## config.mk

```make
export PLATFORM = sky130hd
export DESIGN_NAME = bgpi_interp
export DESIGN_NICKNAME = d
export VERILOG_FILES = /design/src/logic/bgpi_pkg.sv /design/src/logic/bgpi_stream_if.sv /design/src/logic/bgpi_fifo.sv /design/src/logic/bgpi_interp.sv
export VERILOG_INCLUDE_DIRS = /design/src /design/src/logic
export SDC_FILE = /design/constraint.sdc
export NUM_CORES = 1
export LEC_CHECK = 0
export ABC_CLOCK_PERIOD_IN_PS = 3300
export BUFFER_PORTS_ARGS = -buffer_cell sky130_fd_sc_hd__buf_2
export CORE_AREA = 2 2 187 189
export CTS_CLUSTER_DIAMETER = 150
export DETAILED_ROUTE_END_ITERATION = 10
export DIE_AREA = 0 0 189 191
export GPL_TIMING_DRIVEN = 0
export PLACE_DENSITY_LB_ADDON = 0.12
export SKIP_LAST_GASP = 1
export SLEW_MARGIN = 40
export SYNTH_ARGS = -nofsm -noshare
export SYNTH_HDL_FRONTEND = slang
export SYNTH_HIERARCHICAL = 1
export SYNTH_SLANG_ARGS = --single-unit
```

## constraint.sdc

```tcl
create_clock -name clk -period 3.3 [get_ports clk]
set_input_delay 0.825 -clock clk [delete_from_list [all_inputs] [get_ports clk]]
set_output_delay 0.825 -clock clk [all_outputs]
set_load 0.01 [all_outputs]
```

## src/logic/bgpi_consts.svh

```systemverilog
// Constants of the bar graph plot interpreter: command codes, grid sizes, FIFO shape.
// Assumes a command stream of eight-bit words.
`ifndef BGPI_CONSTS_SVH
`define BGPI_CONSTS_SVH
`define BGPI_DATA_W     8
`define BGPI_FIFO_DEPTH 32
`define BGPI_CODE_PLOT  8'h02
`define BGPI_SUB_NONE   8'h00
`define BGPI_CODE_MIN   8'hf0
`define BGPI_CODE_VINC  8'hf3
`define BGPI_CODE_VEND  8'hf4
`define BGPI_CODE_VCOL  8'hf5
`define BGPI_CODE_VSTRT 8'hf6
`define BGPI_CODE_HINC  8'hf7
`define BGPI_CODE_HEND  8'hf8
`define BGPI_CODE_HROW  8'hf9
`define BGPI_CODE_HSTRT 8'hfa
`define BGPI_CODE_XPNT  8'hfd
`define BGPI_CODE_CHAR  8'hfe
`define BGPI_CODE_ESC   8'hff
`define BGPI_GRID_W     8'ha0
`define BGPI_GRID_H     8'h64
`define BGPI_GRID_H48   8'hc0
`define BGPI_INC_POS    2'h2
`define BGPI_INC_NEG    2'h1
`endif

```

## src/logic/bgpi_pkg.sv

```systemverilog
// Types shared by the bar graph plot interpreter files.
// Assumes nothing of its surroundings.
package bgpi_pkg;
  typedef enum logic [1:0] {
    ST_OFF,
    ST_PLOT,
    ST_WAIT,
    ST_INC2
  } bgpi_state_t;
endpackage

```

## src/logic/bgpi_stream_if.sv

```systemverilog
// Valid/ready word stream between the interpreter and its FIFO.
// Assumes one clock shared by both ends.
`timescale 1ns/1ns
`default_nettype none
interface bgpi_stream_if #(parameter int W = 8);
  logic [W-1:0] data;
  logic         valid;
  logic         ready;
  modport src (output data, output valid, input ready);
  modport snk (input data, input valid, output ready);
endinterface // bgpi_stream_if
`default_nettype wire

```

## src/logic/bgpi_fifo.sv

```systemverilog
// Word FIFO with a registered output stage and a registered ready.
// Assumes a single clock and the asynchronous active-high reset.
`timescale 1ns/1ns
`default_nettype none
module bgpi_fifo #(
  parameter int W = 8,
  parameter int D = 32
) (
  input wire logic      clk,
  input wire logic      sys_rst,
  bgpi_stream_if.snk    wr,
  bgpi_stream_if.src    rd
);
  localparam int AW = $clog2(D);
  localparam logic [AW:0] DEPTH = (AW+1)'(D);

  logic [W-1:0]  mem [D];
  logic [AW:0]   count;
  logic [AW-1:0] wPtr;
  logic [AW-1:0] rPtr;

  wire           pushFire = wr.valid && wr.ready;
  wire           popMem   = (count != '0) && (!rd.valid || rd.ready);
  wire [AW:0]    next_count = count + {{AW{1'b0}}, pushFire} - {{AW{1'b0}}, popMem};

  // Storage has no reset so that it can map onto plain RAM.
  always_ff @(posedge clk) begin
    if (pushFire) begin
      mem[wPtr] <= wr.data;
    end
  end

  always_ff @(posedge clk or posedge sys_rst) begin
    if (sys_rst) begin
      count    <= '0;
      wPtr     <= '0;
      rPtr     <= '0;
      rd.valid <= 1'b0;
      rd.data  <= '0;
      wr.ready <= 1'b0;
    end else begin
      count    <= next_count;
      wPtr     <= pushFire ? AW'(wPtr + 1'b1) : wPtr;
      rPtr     <= popMem ? AW'(rPtr + 1'b1) : rPtr;
      rd.valid <= popMem ? 1'b1 : (rd.ready ? 1'b0 : rd.valid);
      rd.data  <= popMem ? mem[rPtr] : rd.data;
      wr.ready <= next_count < DEPTH;
    end
  end
endmodule // bgpi_fifo
`default_nettype wire

```

## src/logic/bgpi_interp.sv

```systemverilog
// Bar graph plot interpreter: takes the plot command stream and issues bar draw requests.
// Assumes a renderer that accepts one bar per drawValid/drawReady handshake.
`timescale 1ns/1ns
`default_nettype none
`include "bgpi_consts.svh"

// What this block does
// In plot mode, code 250 selects horizontal bar start-column entry.
// Bar submodes are reachable from every plot submode except character plot, 254.
// Start column 0..159 kept; larger values lose 160 first.
// After the start column, move to row entry, code 249.
// After the row, move to end-column entry, code 248.
// Row 0..99 (0..191 in 48-line); larger values lose 100 (192).
// End column 0..159 kept; larger values lose 160 first.
// The end column draws a bar from start to end on the row.
// After a bar, return to row entry, code 249.
// The start column is kept and reused by later row and end pairs.
// Codes 240..254 switch submode; 255 leaves plot mode.
// Row and end-column entry also open directly by codes 249 and 248.
// Code 247 opens incremental bars; each word with a nonzero low half moves two bars.
// Incremental words use the point plot increment field layout.
// Code 246 opens vertical start-row entry, 0..99 or 0..191.
// Vertical start row above range loses 100 (192) before storing.
// Vertical bars sequence like horizontal ones with axes swapped.
// Coordinates count from the lower left block.
// Host may send 251 between row and end pairs; it selects submode 251, so 249 must be sent again before the next row.
// Every code and coordinate is one eight-bit word.
// Incremental words are 0..239; 240..255 are codes.
// Field 10 is plus, 01 minus, else still; zero low half skips drawing.
// Grid is 160 by 100 blocks, 160 by 192 in 48-line format.
// After reset plot mode is off and no stored coordinate is valid.
module bgpi_interp
  import bgpi_pkg::*;
(
  input  wire logic       clk,
  input  wire logic       sys_rst,
  input  wire logic [7:0] hostData,
  input  wire logic       hostValid,
  output logic            hostReady,
  input  wire logic       lines48,
  input  wire logic       drawReady,
  output logic            drawValid,
  output logic            drawVertical,
  output logic [7:0]      drawFixed,
  output logic [7:0]      drawFrom,
  output logic [7:0]      drawTo,
  output logic            plotActive,
  output logic [7:0]      plotSubmode
);

  bgpi_state_t state;
  bgpi_state_t next_state;
  logic [7:0]  startVal;
  logic [7:0]  posVal;
  logic [7:0]  curMaj;
  logic [3:0]  incLow;
  logic        incPend;
  logic        startOk;
  logic        posOk;
  logic [7:0]  startVer;
  logic        startVerOk;
  logic [7:0]  next_sub;
  logic        next_plot;
  logic [7:0]  next_start;
  logic [7:0]  next_pos;
  logic [7:0]  next_maj;
  logic [3:0]  next_incLow;
  logic        next_incPend;
  logic        next_startOk;
  logic        next_posOk;
  logic [7:0]  next_startVer;
  logic        next_startVerOk;
  logic        next_drawValid;
  logic        next_drawVertical;
  logic [7:0]  next_drawFixed;
  logic [7:0]  next_drawFrom;
  logic [7:0]  next_drawTo;

  bgpi_stream_if #(.W(`BGPI_DATA_W)) hostSide ();
  bgpi_stream_if #(.W(`BGPI_DATA_W)) popSide ();

  // Each stream word is one code or one coordinate, never split.
  assign hostSide.data  = hostData;
  assign hostSide.valid = hostValid;
  assign hostReady      = hostSide.ready;

  bgpi_fifo #(.W(`BGPI_DATA_W), .D(`BGPI_FIFO_DEPTH)) cmdFifo (
    .clk     (clk),
    .sys_rst (sys_rst),
    .wr      (hostSide.snk),
    .rd      (popSide.src)
  );

  // The interpreter stalls the FIFO while a bar waits for the renderer, which is
  // how long bars push back on the host.
  wire       popReady = (state == ST_OFF) || (state == ST_PLOT);
  assign popSide.ready = popReady;
  wire [7:0] popData  = popSide.data;
  wire       popFire  = popSide.valid && popReady;

  wire isEsc    = popData == `BGPI_CODE_ESC;
  wire isCode   = popData >= `BGPI_CODE_MIN;
  wire inChar   = plotSubmode == `BGPI_CODE_CHAR;
  wire barStart = plotSubmode == `BGPI_CODE_HSTRT || plotSubmode == `BGPI_CODE_VSTRT;
  wire barPos   = plotSubmode == `BGPI_CODE_HROW || plotSubmode == `BGPI_CODE_VCOL;
  wire barEnd   = plotSubmode == `BGPI_CODE_HEND || plotSubmode == `BGPI_CODE_VEND;
  wire barInc   = plotSubmode == `BGPI_CODE_HINC || plotSubmode == `BGPI_CODE_VINC;
  wire vert     = plotSubmode == `BGPI_CODE_VSTRT || plotSubmode == `BGPI_CODE_VCOL
               || plotSubmode == `BGPI_CODE_VEND || plotSubmode == `BGPI_CODE_VINC;
  wire [7:0] posCode  = vert ? `BGPI_CODE_VCOL : `BGPI_CODE_HROW;
  wire [7:0] endCode  = vert ? `BGPI_CODE_VEND : `BGPI_CODE_HEND;

  // Rows count up from the bottom edge, columns from the left edge.
  wire [7:0] rowLim = lines48 ? `BGPI_GRID_H48 : `BGPI_GRID_H;
  wire [7:0] majLim = vert ? rowLim : `BGPI_GRID_W;
  wire [7:0] posLim = vert ? `BGPI_GRID_W : rowLim;
  // A single subtraction is applied, as for the other plot coordinates.
  wire [7:0] wrapMaj = (popData >= majLim) ? 8'(popData - majLim) : popData;
  wire [7:0] wrapPos = (popData >= posLim) ? 8'(popData - posLim) : popData;

  // Increment half: high pair moves X, low pair moves Y.
  wire [3:0] incHalf  = (state == ST_INC2) ? incLow : popData[7:4];
  wire [1:0] majField = vert ? incHalf[1:0] : incHalf[3:2];
  wire [1:0] posField = vert ? incHalf[3:2] : incHalf[1:0];
  wire [7:0] incMaj   = stepCoord(curMaj, majField, majLim);
  wire [7:0] incPos   = stepCoord(posVal, posField, posLim);
  // Each axis keeps its own start, so a vertical bar never disturbs the held start column.
  wire [7:0] barFrom  = vert ? startVer : startVal;
  wire       barOk    = vert ? startVerOk : startOk;
  wire       bothOk   = barOk && posOk;

  // Moves wrap around the grid edge rather than sticking at it.
  function automatic logic [7:0] stepCoord(input logic [7:0] v, input logic [1:0] f, input logic [7:0] lim);
    logic [7:0] r;
    r = v;
    if (f == `BGPI_INC_POS) begin
      r = (v == 8'(lim - 8'h01)) ? 8'h00 : 8'(v + 8'h01);
    end else if (f == `BGPI_INC_NEG) begin
      r = (v == 8'h00) ? 8'(lim - 8'h01) : 8'(v - 8'h01);
    end
    return r;
  endfunction

  always_comb begin
    next_state        = state;
    next_sub          = plotSubmode;
    next_plot         = plotActive;
    next_start        = startVal;
    next_pos          = posVal;
    next_maj          = curMaj;
    next_incLow       = incLow;
    next_incPend      = incPend;
    next_startOk      = startOk;
    next_posOk        = posOk;
    next_startVer     = startVer;
    next_startVerOk   = startVerOk;
    next_drawValid    = drawValid;
    next_drawVertical = drawVertical;
    next_drawFixed    = drawFixed;
    next_drawFrom     = drawFrom;
    next_drawTo       = drawTo;
    case (state)
      ST_OFF: begin
        if (popFire && popData == `BGPI_CODE_PLOT) begin
          next_plot  = 1'b1;
          next_sub   = `BGPI_CODE_XPNT;
          next_state = ST_PLOT;
        end
      end
      ST_PLOT: begin
        if (popFire) begin
          if (isEsc) begin
            next_plot  = 1'b0;
            next_sub   = `BGPI_SUB_NONE;
            next_state = ST_OFF;
          end else if (inChar) begin
            // Character plot swallows every word but the escape.
            next_sub = plotSubmode;
          end else if (isCode) begin
            next_sub = popData;
          end else if (barStart) begin
            if (vert) begin
              next_startVer   = wrapMaj;
              next_startVerOk = 1'b1;
            end else begin
              next_start   = wrapMaj;
              next_startOk = 1'b1;
            end
            next_sub     = posCode;
          end else if (barPos) begin
            next_pos   = wrapPos;
            next_posOk = 1'b1;
            next_sub   = endCode;
          end else if (barEnd) begin
            next_maj = wrapMaj;
            next_sub = posCode;
            if (bothOk) begin
              next_drawValid    = 1'b1;
              next_drawVertical = vert;
              next_drawFixed    = posVal;
              next_drawFrom     = barFrom;
              next_drawTo       = wrapMaj;
              next_state        = ST_WAIT;
            end
          end else if (barInc) begin
            next_maj    = incMaj;
            next_pos    = incPos;
            next_incLow = popData[3:0];
            if (popData[3:0] == 4'h0) begin
              // Zero low half: move only, so a gap can be stepped over.
              next_incPend = 1'b0;
            end else if (bothOk) begin
              next_incPend      = 1'b1;
              next_drawValid    = 1'b1;
              next_drawVertical = vert;
              next_drawFixed    = incPos;
              next_drawFrom     = barFrom;
              next_drawTo       = incMaj;
              next_state        = ST_WAIT;
            end else begin
              next_state = ST_INC2;
            end
          end
        end
      end
      ST_WAIT: begin
        if (drawReady) begin
          next_drawValid = 1'b0;
          next_incPend   = 1'b0;
          next_state     = incPend ? ST_INC2 : ST_PLOT;
        end
      end
      ST_INC2: begin
        next_maj   = incMaj;
        next_pos   = incPos;
        next_state = ST_PLOT;
        if (bothOk) begin
          next_drawValid    = 1'b1;
          next_drawVertical = vert;
          next_drawFixed    = incPos;
          next_drawFrom     = barFrom;
          next_drawTo       = incMaj;
          next_state        = ST_WAIT;
        end
      end
      default: begin
        next_state = ST_OFF;
      end
    endcase
  end

  always_ff @(posedge clk or posedge sys_rst) begin
    if (sys_rst) begin
      state       <= ST_OFF;
      plotActive  <= 1'b0;
      plotSubmode <= `BGPI_SUB_NONE;
      startOk     <= 1'b0;
      startVerOk  <= 1'b0;
      posOk       <= 1'b0;
      incPend     <= 1'b0;
    end else begin
      state       <= next_state;
      plotActive  <= next_plot;
      plotSubmode <= next_sub;
      startOk     <= next_startOk;
      startVerOk  <= next_startVerOk;
      posOk       <= next_posOk;
      incPend     <= next_incPend;
    end
  end

  always_ff @(posedge clk or posedge sys_rst) begin
    if (sys_rst) begin
      startVal <= 8'h00;
      startVer <= 8'h00;
      posVal   <= 8'h00;
      curMaj   <= 8'h00;
      incLow   <= 4'h0;
    end else begin
      startVal <= next_start;
      startVer <= next_startVer;
      posVal   <= next_pos;
      curMaj   <= next_maj;
      incLow   <= next_incLow;
    end
  end

  always_ff @(posedge clk or posedge sys_rst) begin
    if (sys_rst) begin
      drawValid    <= 1'b0;
      drawVertical <= 1'b0;
      drawFixed    <= 8'h00;
      drawFrom     <= 8'h00;
      drawTo       <= 8'h00;
    end else begin
      drawValid    <= next_drawValid;
      drawVertical <= next_drawVertical;
      drawFixed    <= next_drawFixed;
      drawFrom     <= next_drawFrom;
      drawTo       <= next_drawTo;
    end
  end

  wire dataWord = popFire && !isCode;
endmodule // bgpi_interp
`default_nettype wire

```

Yosys cells after proc, flatten, opt, wreduce, memory -nomap -nowiden
Memory sizes are Yosys's and may differ from the RTL's. A register that Yosys moved wholly into a read port is not among the register bits.
Cells that the tools add are included.
Storage, ports and cells
  output and inout bits: 36
  bits in registers: 95
  RAM bits: 256
  memories kept: 1
Operators by class
  bitwise logic cells: 7
  reduce and logical (&&, ||, !) cells: 38
  order comparisons: 4
  equal/unequal tests: 45
  add/sub/neg operators: 12
  mux-type cells: 140
Memories
  cmdFifo.mem: depth 32, bits a word 8, rd ports 1, clocked after Yosys merged registers in 1, wr ports 1, RTL line bgpi_fifo.sv:17  | logic [W-1:0] mem [D];
Operators with widths (count)
  2-to-1 mux 8 bit: 70
  case mux 8 bit (2 select lines): 6
  equality test 8 bit (second input constant): 10
  2-to-1 mux 1 bit: 40
  2-to-1 mux 2 bit: 16
  subtractor 8 x 1 -> 8 bit (second input constant): 4
  AND reduction 10 bit: 3
  inequality test 3 bit (second input constant): 9
  AND reduction 7 bit: 3
  inequality test 2 bit (second input constant): 10
  AND reduction 9 bit: 2
  adder 8 x 1 -> 8 bit (second input constant): 2
  equality test 8 bit: 2
  greater-or-equal comparator 8 bit: 2
  logical NOT 8 bit: 2
  AND reduction 8 bit: 2
  subtractor 8 bit: 2
  2-to-1 mux 4 bit: 3
  inequality test 4 bit (second input constant): 3
  AND reduction 11 bit: 1
  adder 5 x 1 -> 5 bit (second input constant): 2
  logical OR 1 bit: 9
  equality test 2 bit (second input constant): 4
  equality test 8 x 2 -> 1 bit (second input constant): 1
  other kinds (21): 38

Longest topological paths before layout
  word-level depth: 20
  depth in mapped cells: 17
  depth with buffers taken out: 13

Hierarchy
Netlist, hierarchy kept.
By module, submodules not included
  bgpi_fifo: area an instance 11250.8 sq um, times used 1, seq. area each 8338.0 sq um, cells an instance 595
  bgpi_interp: area an instance 5537.8 sq um, times used 1, seq. area each 1926.8 sq um, cells an instance 659

Worst setup path before layout
No wires, ideal clock.
  path kind: register to register
  start: register plotSubmode[0]
  end: register posVal[4]
  path slack: -0.262 ns
  arrival time: 3.437 ns
  setup time: 0.125 ns
  clock period less this slack: 3.562 ns
  data required time: 3.175 ns
  path buffers: 5
  cell stages (with the launch flop): 18
  cells stage by stage: dfrtp_1 > buf_2 > a21bo_2 > a211oi_4 > buf_6 > buf_2 > buf_1 > nor2_1 > ha_1 > ha_1 > nand2b_1 > a221oi_1 > o21ai_0 > clkbuf_1 > nand3_1 > a21oi_1 > a21oi_1 > mux2_2
On the way
  cells in the longest elaborated chain, start to end: 18
  elaborated cells between the ends (all ways): 43
  classes of those cells: add/sub: 2; order compare: 1; eq/ne: 16; mux: 16; reduce/logical: 8
RTL lines
  from (decl): RTL line bgpi_interp.sv:48  | output logic [7:0] plotSubmode
  from (signal assigned): RTL line bgpi_interp.sv:256  | plotSubmode <= `BGPI_SUB_NONE;
  from (signal assigned): RTL line bgpi_interp.sv:264  | plotSubmode <= next_sub;
  equality test 8 bit (no line)
  logical OR 1 bit (no line) (3 in a row)
  2-to-1 mux 8 bit: RTL line bgpi_interp.sv:116  | wire [7:0] posLim = vert ? `BGPI_GRID_W : rowLim;
  subtractor 8 x 1 -> 8 bit: RTL line bgpi_interp.sv:137, bgpi_interp.sv:139
  equality test 8 bit or 2-to-1 mux 8 bit (tied branches): RTL line bgpi_interp.sv:137, bgpi_interp.sv:139
  2-to-1 mux 8 bit, on equally long branches: RTL line bgpi_interp.sv:137, bgpi_interp.sv:138
  2-to-1 mux 8 bit: RTL line bgpi_interp.sv:136  | if (f == `BGPI_INC_POS) begin
  2-to-1 mux 8 bit: RTL line bgpi_interp.sv:205  | end else if (barInc) begin
  2-to-1 mux 8 bit: RTL line bgpi_interp.sv:194  | end else if (barEnd) begin
  2-to-1 mux 8 bit: RTL line bgpi_interp.sv:190  | end else if (barPos) begin
  2-to-1 mux 8 bit: RTL line bgpi_interp.sv:181  | end else if (barStart) begin
  2-to-1 mux 8 bit: RTL line bgpi_interp.sv:179  | end else if (isCode) begin
  2-to-1 mux 8 bit: RTL line bgpi_interp.sv:176  | end else if (inChar) begin
  2-to-1 mux 8 bit: RTL line bgpi_interp.sv:172  | if (isEsc) begin
  2-to-1 mux 8 bit: RTL line bgpi_interp.sv:171  | if (popFire) begin
  case mux 8 bit (2 select lines): RTL line bgpi_interp.sv:162  | case (state)
  to (signal assigned): RTL line bgpi_interp.sv:282  | posVal <= next_pos;
  to (decl): RTL line bgpi_interp.sv:54  | logic [7:0] posVal;
Parallel ways exist; a longest one is shown, timed or not. The select of a mux whose other input is x is not followed.
A chain may end at the register's enable or synchronous reset.

Worst setup path after layout
  start: register plotSubmode[1]
  end: register posVal[3]
The elaborated chain is that of the path after synthesis.

==> results.toml <==
[outcome]
status = "finished, final reports clean"

[sta]
layout_setup_ws_ps = 39.31
fin_crit_ps = 3261
maxSlewViolCount = 0
finalHoldViolCount = 0
fin_worst_skew_ps = 22.90
fin_setup_tns_ps = 0
worst_pin_slew_ps = 823.4
finalSetupViolations = 0
slew_headroom = 0.4452
period_share = 0.9881
fmax_ghz = 0.3067

[critical_path]
cp-end-kind = "register"
worstReg2RegEnd = "posVal[3]"
crit_fanout = 9
cpMostUsedCell = "o211ai_1"
critPathMaxStageDelay_ps = 390
startpoint_type = "register"
crit_required_ps = 3710
path_class = "reg2reg"
worstRegToRegCells = 14
worstPathCellList = "buf_4 > a21bo_2 > a211oi_4 > buf_6 > nor2_1 > ha_1 > and2_1 > a221oi_2 > o21ai_2 > clkbuf_8 > clkbuf_2 > o211ai_1 > o211ai_1 > o21a_1"
r2r_start = "plotSubmode[1]"
cpMaxStageDelayCell = "dfrtp_1"
r2r_slack_ps = 40
cp_top_family = "compound AO/OA/AOI/OAI gates"
critPathBufInv = 4
cp.arrival_ps = 3670

[yosys]
synth_top_family_by_area = "multiplexers"
synth_edf_count = 256
syn-instance-count = 1254
synthDistinctLibCells = 82
synth-seq-cells = 359
avgSynthCellArea_um2 = 13.39
synth_nets = 1303
synth_compound_area_frac = 0.1052
yosysSeqAreaShare = 0.6114
synth_simple_gate_area_frac = 0.09457
synthAdderAreaFrac = 0.02728
yosys_most_used_dff = "edfxtp_1"
synth-xor-area-share = 0.01617
syn_area_um2 = 16790
async_flop_share = 0.2869
yosysWarnings = 6
muxShareOfSynthArea = 0.1125

[clock_network]
postCtsHoldBufs = 0
clock_path_buffers = 3
cts_root_buf = "clkbuf_16"
cts_tree = "built"
htree_levels = 2
cts.sink_count = 359
clock_latency_ps = 540
cts_buffers = 38
clk_pin_slew_ps = 70

[floorplan]
chipHeight_um = 191
coreArea_um2 = 34120
start_util = 0.4921
num_io_pins = 49
fp.dieW_um = 189
dieArea_um2 = 36100
rows = 68

[finish]
layout-drive-gt1-share = 0.2035
fin_util = 0.5606
layout_common_cells = "edfxtp_1, dfrtp_1, nor2_1"
nets = 1412
antenna_cells = 0
final_common_cell = "edfxtp_1"
area_delta_synth_final_pct = 13.93

[route]
viasPerCell = 5.913
wire_per_inst_um = 22.71
dr.pass1.iters = 6
route.vias.total = 10890
drc = 0
drt-total-wl_um = 41810
drt.antenna.violating_nets = 0
drtIter0Drc = 857

[power]
max-vdd-ir-drop_mv = 0.5461
power_w = 0.01758
powerDensity_nw_per_um2 = 919.3
leakage_nw = 7.073

[placed_design]
port_buffers = 48
hpwlAfterDp_um = 28350
dp_worst_setup_slack_ps = -739.3
gp_congestion = 0.8822

[hold_path]
hp-class = "in2async"

[global_route]
track_usage = 0.2333
gr-total-overflow = 0
grt_pass1_vias = 10770
antenna_found_initial = 0
grt_pass1_wl_um = 63720
grt_max_degree = 43

[flow_run]
drv_cap = 0
==> cell families after synthesis <==
group,count (synthesis)
simple gates,329
mux,135
flops,359
buf+inv,114
fa+ha+maj,36
xor+xnor,31
compound gates,250
==> cells in the mapped netlist, types with 15 or more instances <==
cell type	count	area [µm²]
edfxtp_1	256	7687
nor2_1	109	409.1
dfrtp_1	103	2577
nand2_1	86	322.8
mux2i_1	76	760.7
o21ai_0	46	230.2
a21oi_1	45	225.2
mux4_2	40	900.9
inv_1	39	146.4
ha_1	35	437.9
clkbuf_1	31	116.4
o22ai_1	31	193.9
nand3_1	29	145.1
buf_2	20	100.1
mux2_2	17	191.4
xnor2_1	16	140.1
xor2_1	15	131.4
==> final cells by class <==
type                    instances  area [µm²]
plain buffers                  69       405.4
clock buffers                  51        1041
clock inverters                12       90.09
fillers                      2788       14990
inverters                      40       155.1
multi-input cells             781        6145
flip-flops and latches        359       10260
well taps                     455       569.3
repair buffers                 74       456.7
==> worst max-delay path by stage <==
stage | start | endpoint | cells past startpoint
5_1_grt | plotSubmode[1] | posVal[3] | 14
4_1_cts | plotSubmode[0] | posVal[4] | 15
2_1_floorplan | plotSubmode[0] | posVal[4] | 17
6_report | plotSubmode[1] | posVal[3] | 14
3_3_place_gp | plotSubmode[0] | posVal[4] | 17
3_5_place_dp | plotSubmode[0] | posVal[4] | 17
==> timing repair <==
| action | CTS | global route |
|---|---|---|
| buffers inserted | 8 | 17 |
| endpoints found under the setup margin | 35 | 29 |
| pin swaps | 6 | 12 |
| resized for setup | 13 | 31 |
==> power by group <==
part | total (W) | internal (W) | switching (W)
logic | 0.00791 | 0.00325 | 0.00467
clock network | 0.00397 | 0.00228 | 0.00169
registers | 0.00570 | 0.00533 | 0.000372
total | 0.0176 | 0.0109 | 0.00672
==> state kept, by name, summed over array words and instances (netlist names), 2 cells and up <==
| name | cells |
|---|---|
| plotSubmode | 8 |
| cmdFifo/rd.data | 8 |
| drawTo | 8 |
| drawFrom | 8 |
| cmdFifo/wPtr | 5 |
| curMaj | 8 |
| cmdFifo/count | 6 |
| drawFixed | 8 |
| state | 2 |
| cmdFifo/rPtr | 5 |
| posVal | 8 |
| startVal | 8 |
| startVer | 8 |
| incLow | 4 |
| cmdFifo/mem | 256 |
==> worst register-to-register path: stages, from the launching register on <==
cell	delay, ps
dfrtp_1	390
buf_4	170
a21bo_2	220
a211oi_4	340
buf_6	170
nor2_1	50
ha_1	340
and2_1	190
a221oi_2	270
o21ai_2	110
clkbuf_8	160
clkbuf_2	140
o211ai_1	330
o211ai_1	140
o21a_1	140
==> routing by layer <==
metal	wire length, µm	part of all wire	track usage
met1	17020	0.41	0.2936
met2	22050	0.53	0.4208
met3	1690	0.040	0.02882
met4	1048	0.025	0.07181
met5	0	0	0
==> through the flow <==
step	std cells	hold WS [ps]	area, µm²
floorplan	1254	434.0	16800
global placement	1757	451.3	17610
detailed placement	1758	454.3	17650
CTS	1825	309.8	18870
global route	1841	332.7	19130
finish	1841	308.8	19130
Power figures use the tool's default switching activity.
